File: config.mk
export PLATFORM = sky130hd
export DESIGN_NAME = power_mode_controller
export DESIGN_NICKNAME = d
export VERILOG_FILES = /design/src/logic/pmc_pkg.sv /design/src/logic/power_mode_controller.sv
export VERILOG_INCLUDE_DIRS = /design/src /design/src/logic
export SDC_FILE = /design/constraint.sdc
export NUM_CORES = 2
export LEC_CHECK = 0
export BUFFER_PORTS_ARGS = -buffer_cell sky130_fd_sc_hd__buf_2
export CAP_MARGIN = 20
export CORE_ASPECT_RATIO = 0.75
export CORE_UTILIZATION = 45
export CTS_CLUSTER_DIAMETER = 60
export DETAILED_ROUTE_END_ITERATION = 6
export SETUP_SLACK_MARGIN = 0.4
export SYNTH_ARGS = -nofsm -noshare
export SYNTH_HDL_FRONTEND = slang
export SYNTH_SLANG_ARGS = --single-unit
File: constraint.sdc
create_clock -name pclk -period 3.7 [get_ports pclk]
set_input_delay 0.74 -clock pclk [delete_from_list [all_inputs] [get_ports pclk]]
set_output_delay 0.74 -clock pclk [all_outputs]
set_load 0.05 [all_outputs]
File: src/logic/pmc_defines.svh
// Register offsets, field positions, reset values and timing counts of the power mode controller.
`ifndef PMC_DEFINES_SVH
`define PMC_DEFINES_SVH
`define PMC_CTRL_OFS      12'h000
`define PMC_STATUS_OFS    12'h004
`define PMC_WAKE_CFG_OFS  12'h008
`define PMC_INCR_OFS      12'h00C
`define PMC_RTC_LO_OFS    12'h010
`define PMC_RTC_HI_OFS    12'h014
`define PMC_CMP_LO_OFS    12'h018
`define PMC_CMP_HI_OFS    12'h01C
`define PMC_SLPCFG_OFS    12'h020
`define PMC_DSMEM_OFS     12'h080
`define PMC_CTRL_SLEEP    0
`define PMC_CFG_PIN_LSB   0
`define PMC_CFG_POL       4
`define PMC_CFG_PIN_EN    5
`define PMC_CFG_TMR_EN    6
`define PMC_CFG_LP_EN     7
`define PMC_SLPCFG_RST    32'h0000_0000
`define PMC_INCR_RST      32'h0000_0280
`define PMC_CMP_RST       64'hFFFF_FFFF_FFFF_FFFF
`define PMC_LP_HZ         31250
`define PMC_MAIN_HZ       20000000
`define PMC_LP_DIV        (`PMC_MAIN_HZ / `PMC_LP_HZ)
`endif

File: src/logic/pmc_pkg.sv
// Types shared by the power mode controller.
package pmc_pkg;
    typedef enum logic [2:0] {
        ST_AWAKE   = 3'b000,
        ST_CLK_OFF = 3'b001,
        ST_SUP_OFF = 3'b010,
        ST_ASLEEP  = 3'b011,
        ST_SUP_ON  = 3'b100,
        ST_CLK_ON  = 3'b101
    } pm_state_t;
endpackage

File: src/logic/power_mode_controller.sv
// APB power mode controller with real-time counter, wake logic and deep-sleep memory.
// Overview of operation
// - Quiescent in asleep, running in awake, stepping through intermediate states.
// - A software sleep write to control starts the awake-to-asleep sequence.
// - Pin or timer wake request starts the asleep-to-awake sequence.
// - Wake stimulus acted on only in the asleep state.
// - Wake stimulus during descent is remembered and acted on at asleep.
// - Wake on chosen pin asserted or deasserted, pin and polarity programmable.
// - Wake when the 64-bit counter reaches the programmed value.
// - Awake, the counter counts main oscillator ticks.
// - Asleep, the counter optionally moves to the 31,250 Hz clock.
// - On low-power ticks a programmable increment is added.
// - Asleep powers down the digital node; awake runs everything.
// - 128 bytes of deep-sleep memory retained while asleep.
// - Power-good loss during either transition issues a system reset.
// - Watchdog enabled only while awake.
`include "pmc_defines.svh"

module power_mode_controller (
    input  wire logic        pclk,
    input  wire logic        presetn,
    input  wire logic        psel,
    input  wire logic        penable,
    input  wire logic        pwrite,
    input  wire logic [11:0] paddr,
    input  wire logic [31:0] pwdata,
    output logic      [31:0] prdata,
    output logic             pready,
    output logic             pslverr,
    input  wire logic [15:0] wake_pins,
    input  wire logic        core_pgood,
    input  wire logic        second_buck_supply_pgood,
    output logic             core_supply_en,
    output logic             node_clk_en,
    output logic             node_reset,
    output logic             sys_reset,
    output logic             watchdog_en,
    output logic [31:0]      sleep_cfg
);
    // ------------------------------------------------------------
    // Register file
    // ------------------------------------------------------------
    pmc_pkg::pm_state_t state_q;
    logic [7:0]  cfg_q;
    logic [31:0] incr_q;
    logic [63:0] cmp_q;
    logic [63:0] rtc_q;
    logic [31:0] slpcfg_q;
    logic [31:0] dsmem_q [0:31];
    logic        wake_pend_q;
    logic        sleep_req_q;
    logic [9:0]  lp_cnt_q;
    logic        pgood_fail_q;

    logic acc;
    logic wr;
    logic rd_ok;
    assign acc = psel && penable;
    assign wr  = acc && pwrite;

    function automatic logic is_dsmem(input logic [11:0] a);
        return a[11:7] == 5'(`PMC_DSMEM_OFS >> 7);
    endfunction

    function automatic logic known_addr(input logic [11:0] a);
        return is_dsmem(a) || (a <= `PMC_SLPCFG_OFS && a[1:0] == 2'b00);
    endfunction
    assign rd_ok = known_addr(paddr);

    always_ff @(posedge pclk or negedge presetn) begin
        if (!presetn) begin
            cfg_q    <= 8'h00;
            incr_q   <= `PMC_INCR_RST;
            cmp_q    <= `PMC_CMP_RST;
            slpcfg_q <= `PMC_SLPCFG_RST;
        end else if (wr) begin
            case (paddr)
                `PMC_WAKE_CFG_OFS: cfg_q    <= pwdata[7:0];
                `PMC_INCR_OFS:     incr_q   <= pwdata;
                `PMC_CMP_LO_OFS:   cmp_q    <= {cmp_q[63:32], pwdata};
                `PMC_CMP_HI_OFS:   cmp_q    <= {pwdata, cmp_q[31:0]};
                `PMC_SLPCFG_OFS:   slpcfg_q <= pwdata;
                default: ;
            endcase
        end
    end

    // Retained memory words.
    // Flip-flops keep the memory through sleep; only reset of the whole block clears it.
    generate
        for (genvar i = 0; i < 32; i++) begin : g_dsmem
            always_ff @(posedge pclk or negedge presetn) begin
                if (!presetn) begin
                    dsmem_q[i] <= 32'h0000_0000;
                end else if (wr && is_dsmem(paddr) && paddr[6:2] == 5'(i)) begin
                    dsmem_q[i] <= pwdata;
                end
            end
        end
    endgenerate

    always_ff @(posedge pclk or negedge presetn) begin
        if (!presetn) begin
            prdata  <= 32'h0000_0000;
            pready  <= 1'b0;
            pslverr <= 1'b0;
        end else begin
            pready  <= psel && !penable;
            pslverr <= psel && !penable && !known_addr(paddr);
            if (psel && !penable && !pwrite) begin
                if (is_dsmem(paddr)) begin
                    prdata <= dsmem_q[paddr[6:2]];
                end else begin
                    case (paddr)
                        `PMC_CTRL_OFS:     prdata <= {31'h0, sleep_req_q};
                        `PMC_STATUS_OFS:   prdata <= {27'h0, pgood_fail_q, wake_pend_q, 3'b000} | {29'h0, state_q};
                        `PMC_WAKE_CFG_OFS: prdata <= {24'h0, cfg_q};
                        `PMC_INCR_OFS:     prdata <= incr_q;
                        `PMC_RTC_LO_OFS:   prdata <= rtc_q[31:0];
                        `PMC_RTC_HI_OFS:   prdata <= rtc_q[63:32];
                        `PMC_CMP_LO_OFS:   prdata <= cmp_q[31:0];
                        `PMC_CMP_HI_OFS:   prdata <= cmp_q[63:32];
                        `PMC_SLPCFG_OFS:   prdata <= slpcfg_q;
                        default:           prdata <= 32'h0000_0000;
                    endcase
                end
            end
        end
    end

    // ------------------------------------------------------------
    // Real-time counter
    // ------------------------------------------------------------
    logic lp_sel;
    logic lp_tick;
    assign lp_sel  = cfg_q[`PMC_CFG_LP_EN] && state_q == pmc_pkg::ST_ASLEEP;
    assign lp_tick = lp_cnt_q == 10'(`PMC_LP_DIV - 1);

    always_ff @(posedge pclk or negedge presetn) begin
        if (!presetn) begin
            lp_cnt_q <= 10'h000;
        end else if (!lp_sel || lp_tick) begin
            lp_cnt_q <= 10'h000;
        end else begin
            lp_cnt_q <= lp_cnt_q + 10'h001;
        end
    end

    always_ff @(posedge pclk or negedge presetn) begin
        if (!presetn) begin
            rtc_q <= 64'h0000_0000_0000_0000;
        end else if (wr && paddr == `PMC_RTC_LO_OFS) begin
            rtc_q <= {rtc_q[63:32], pwdata};
        end else if (wr && paddr == `PMC_RTC_HI_OFS) begin
            rtc_q <= {pwdata, rtc_q[31:0]};
        end else if (lp_sel) begin
            if (lp_tick) begin
                rtc_q <= rtc_q + {32'h0, incr_q};
            end
        end else begin
            rtc_q <= rtc_q + 64'h1;
        end
    end

    // ------------------------------------------------------------
    // Wake detection
    // ------------------------------------------------------------
    logic pin_hit;
    logic tmr_hit;
    logic wake_ev;
    assign pin_hit = cfg_q[`PMC_CFG_PIN_EN] && (wake_pins[cfg_q[3:0]] == cfg_q[`PMC_CFG_POL]);
    assign tmr_hit = cfg_q[`PMC_CFG_TMR_EN] && rtc_q >= cmp_q;
    assign wake_ev = pin_hit || tmr_hit;

    // Remember early stimulus.
    // A stimulus during descent is latched; the set wins over the clear on leaving asleep.
    always_ff @(posedge pclk or negedge presetn) begin
        if (!presetn) begin
            wake_pend_q <= 1'b0;
        end else if (wake_ev && state_q != pmc_pkg::ST_AWAKE) begin
            wake_pend_q <= state_q inside {pmc_pkg::ST_CLK_OFF, pmc_pkg::ST_SUP_OFF, pmc_pkg::ST_ASLEEP};
        end else if (state_q == pmc_pkg::ST_ASLEEP || state_q == pmc_pkg::ST_AWAKE) begin
            wake_pend_q <= 1'b0;
        end
    end

    always_ff @(posedge pclk or negedge presetn) begin
        if (!presetn) begin
            sleep_req_q <= 1'b0;
        end else if (wr && paddr == `PMC_CTRL_OFS && pwdata[`PMC_CTRL_SLEEP]
                     && state_q == pmc_pkg::ST_AWAKE) begin
            sleep_req_q <= 1'b1;
        end else if (state_q != pmc_pkg::ST_AWAKE) begin
            sleep_req_q <= 1'b0;
        end
    end

    // ------------------------------------------------------------
    // Power state machine
    // ------------------------------------------------------------
    logic in_trans;
    assign in_trans = state_q != pmc_pkg::ST_AWAKE && state_q != pmc_pkg::ST_ASLEEP;

    always_ff @(posedge pclk or negedge presetn) begin
        if (!presetn) begin
            state_q <= pmc_pkg::ST_AWAKE;
        end else if (in_trans && !second_buck_supply_pgood) begin
            state_q <= pmc_pkg::ST_AWAKE;
        end else begin
            unique case (state_q)
                pmc_pkg::ST_AWAKE:   if (sleep_req_q) state_q <= pmc_pkg::ST_CLK_OFF;
                pmc_pkg::ST_CLK_OFF: state_q <= pmc_pkg::ST_SUP_OFF;
                pmc_pkg::ST_SUP_OFF: if (!core_pgood) state_q <= pmc_pkg::ST_ASLEEP;
                pmc_pkg::ST_ASLEEP:  if (wake_ev || wake_pend_q) state_q <= pmc_pkg::ST_SUP_ON;
                pmc_pkg::ST_SUP_ON:  if (core_pgood) state_q <= pmc_pkg::ST_CLK_ON;
                pmc_pkg::ST_CLK_ON:  state_q <= pmc_pkg::ST_AWAKE;
                default:             state_q <= pmc_pkg::ST_AWAKE;
            endcase
        end
    end

    // Power-good loss reset.
    // Core supply falling is expected on the way down, so only the always-on supply is watched there.
    always_ff @(posedge pclk or negedge presetn) begin
        if (!presetn) begin
            sys_reset    <= 1'b0;
            pgood_fail_q <= 1'b0;
        end else begin
            sys_reset <= (in_trans && !second_buck_supply_pgood)
                      || (state_q == pmc_pkg::ST_CLK_ON && !core_pgood);
            if (sys_reset) begin
                pgood_fail_q <= 1'b1;
            end
        end
    end

    always_ff @(posedge pclk or negedge presetn) begin
        if (!presetn) begin
            core_supply_en <= 1'b1;
            node_clk_en    <= 1'b1;
            node_reset     <= 1'b0;
            watchdog_en    <= 1'b1;
            sleep_cfg      <= `PMC_SLPCFG_RST;
        end else begin
            core_supply_en <= !(state_q inside {pmc_pkg::ST_SUP_OFF, pmc_pkg::ST_ASLEEP});
            node_clk_en    <= state_q == pmc_pkg::ST_AWAKE || state_q == pmc_pkg::ST_CLK_ON;
            node_reset     <= state_q == pmc_pkg::ST_ASLEEP || state_q == pmc_pkg::ST_SUP_OFF;
            watchdog_en    <= state_q == pmc_pkg::ST_AWAKE;
            sleep_cfg      <= slpcfg_q;
        end
    end
endmodule // power_mode_controller

==> impl_metrics.tcl <==
set metrics [dict create \
    yosys_warnings 0 \
    maxSlewViolCount 0 \
    cp.arrival_ps 4230 \
    timing_hold_violations_final 0 \
    rr_startpoint "state_q[1]" \
    power.density_mw_per_mm2 421 \
    start_util_pct 45.4 \
    num_rows 118 \
    fmax_ghz 0.285 \
    gp_routability_congestion 0.936 \
    dieArea_mm2 0.141 \
    root_buffer "clkbuf_16" \
    r2r-end "rtc_q[36]" \
    layout_commonest_cell "dfrtp_1" \
    vias_per_cell 6.11 \
    synthCells 4376 \
    cts_sinks 1311 \
    clk_pin_slew_ps 60 \
    avgSynthCellArea_um2 14.3 \
    p_sw_w 0.00746 \
    min_path_type "input pin to flop" \
    p_int_w 0.0232 \
    overflow 0 \
    final.setup_skew_ps 31.6 \
    syn-num-nets 4541 \
    r2r_cells 16 \
    crit_type "flop to flop" \
    final_core_util_pct 52.7 \
    layout_common_cells "dfrtp_1 (1241), mux2_2 (1160), mux4_2 (324)" \
    drc 0 \
    finalSetupViolations 0 \
    synth_seq_cells 1311 \
    core-area_mm2 0.138 \
    ys_seq_area_share_pct 52.5 \
    async_reset_ff_share_pct 100 \
    synth_edf_count 0 \
    critPathLaunch "state_q[1]" \
    cts_buffers 140 \
    power_frac_comb_pct 6.2 \
    gr-usage-all-layers_pct 27.0 \
    final.setup.tns_ps 0 \
    wirelength_mm 187 \
    max_slew.worst_pin.slew_ps 984 \
    design_area_mm2 0.0728 \
    place.detailed.hpwl_mm 117 \
    fp.dieH_um 325 \
    crit_end "rtc_q[36]" \
    grt_pass1_vias 40567 \
    layout_min_cycle_time_ps 3510 \
    grt_antenna_before_repair 11 \
    cts_max_path_buffers 3 \
    max-cap-violations 0 \
    ant_nets 0 \
    irDropWorstVdd_uv 381 \
    drt-pass1-iter-count 5 \
    ys.flop_type "dfrtp_1" \
    final_nets 4729 \
    grt_max_degree 102 \
    place_area_mm2 0.0672 \
    ys_types 80 \
    relSlewSlack_pct 34.4 \
    leakage_nw 33.9 \
    wl_per_cell_um 28.6 \
    p_sw_share_pct 24.3 \
    crit_path_start_kind "flop" \
    end_kind "flop" \
    critPathMaxFanout 6 \
    syn_to_final_growth_pct 16.2 \
    vias 39885 \
    syn_area_mm2 0.0626 \
    grt_pass1_wl_mm 281 \
    drive_above_1_share_pct 50.8 \
    pwr-share-clk_pct 46.1 \
    fillers 11488 \
    seq_power_share_pct 47.7 \
    h-tree-depth 4 \
    port_buffers 137 \
    cp.required_ps 4420 \
    status "finished, final reports clean" \
    r2r_slack_ps 190 \
    clock_latency_ps 790 \
    rsz0062_at_grt "true" \
    io_pins 138 \
    cts_tree "done" \
    period_share_pct 95.0 \
    first_iter_violations 3498 \
    die_x_um 433 \
]
power groups by stage:
| stage | combinational, W | clock, W | sequential, W |
|---|---|---|---|
| after floorplan | 0.000815 | 0 | 0.0150 |
| after global placement | 0.00188 | 0 | 0.0149 |
| after detailed placement | 0.00189 | 0 | 0.0149 |
| after CTS | 0.00190 | 0.0144 | 0.0146 |
| after global routing | 0.00205 | 0.0150 | 0.0146 |
| final | 0.00189 | 0.0141 | 0.0146 |
per-stage QoR:
| step | hold WS, ps | power, W | setup WS [ps] | instances |
|---|---|---|---|---|
| final | 234 | 0.0306 | 187 | 6531 |
| after global placement | 393 | 0.0167 | 24.5 | 6243 |
| after global routing | 240 | 0.0317 | 70.8 | 6528 |
| after CTS | 175 | 0.0309 | 173 | 6511 |
| after detailed placement | 404 | 0.0168 | -17.9 | 6243 |
| after floorplan | 368 | 0.0158 | 159 | 4376 |
metal layers:
layer	wire, um	share of wire (%)	GRT usage [%]
met3	10700	5.8	4.25
met4	5110	2.7	7.65
met5	27	0.014	0
met1	85700	46	40.3
met2	85100	46	40.7
worst max-delay path: stages, from the launching register on:
cell      delay [ps]
dfrtp_1          380
nor2b_4          140
buf_12           120
and3_4           180
and2_4           170
ha_4             290
buf_6            120
nand4_1          130
buf_4            170
o21ai_4          190
buf_4            160
a211oi_4          60
o31ai_4          260
a41oi_2          210
o311a_4          390
or4_1            400
nand4_1           80
cells by family after synthesis:
logic type	share of synthesized area, %
buf+inv	3.02
mux	33.1
fa+ha+maj	1.97
simple gates	3.59
xor+xnor	0.559
compound gates	5.26
flops	52.5
how the worst min path moves through the flow:
stage	start	end	slack (ps)	depth (start not counted)
after floorplan	slpcfg_q[7]	sleep_cfg[7]	370	0
after global placement	slpcfg_q[24]	sleep_cfg[24]	390	0
after detailed placement	slpcfg_q[9]	sleep_cfg[9]	400	0
after CTS	second_buck_supply_pgood	sys_reset	170	2
after global routing	second_buck_supply_pgood	sys_reset	240	2
final	second_buck_supply_pgood	sys_reset	230	2
final cells by class:
| type | instances | area [um2] | share of cell area (%) |
|---|---|---|---|
| Antenna cell | 3 | 7.51 | 0.0103 |
| Clock buffer | 199 | 4060 | 5.57 |
| Clock inverter | 47 | 544 | 0.748 |
| Inverter | 81 | 304 | 0.418 |
| Multi-Input combinational cell | 2595 | 28900 | 39.7 |
| Sequential cell | 1311 | 32900 | 45.2 |
| Tap cell | 1860 | 2330 | 3.20 |
| Timing Repair Buffer | 435 | 3750 | 5.15 |
flip-flops by register name, indices dropped and copies added, names as in the netlist:
| signal | count |
|---|---|
| dsmem_q | 1024 |
| cmp_q | 64 |
| rtc_q | 64 |
| incr_q | 32 |
| prdata | 32 |
| sleep_cfg | 32 |
| slpcfg_q | 32 |
| lp_cnt_q | 10 |
| cfg_q | 8 |
| state_q | 3 |
| core_supply_en | 1 |
| node_clk_en | 1 |
| node_reset | 1 |
| pgood_fail_q | 1 |
| pready | 1 |
| pslverr | 1 |
| sleep_req_q | 1 |
| sys_reset | 1 |
| wake_pend_q | 1 |
| watchdog_en | 1 |
cells in the mapped netlist, types with 47 or more instances:
library cell,number,area share [%]
dfrtp_1,1242,50
mux2_2,1160,21
mux4_2,324,12
clkbuf_1,272,1.6
nor2_1,134,0.80
nand2_1,130,0.78
a21oi_1,97,0.78
ha_1,97,1.9
inv_1,81,0.49
dfstp_2,69,2.9
o21ai_0,69,0.55
buf_2,65,0.52
buf_1,47,0.28
repair_timing:
action	in CTS	in global routing
resized for setup	62	72
hold buffers	1	0
buffers inserted	19	17
endpoints found under the hold margin	37	0
gates cloned	2	0
pin swaps	23	46
endpoints found under the setup margin	42	45
Power figures use the tool's default switching activity.
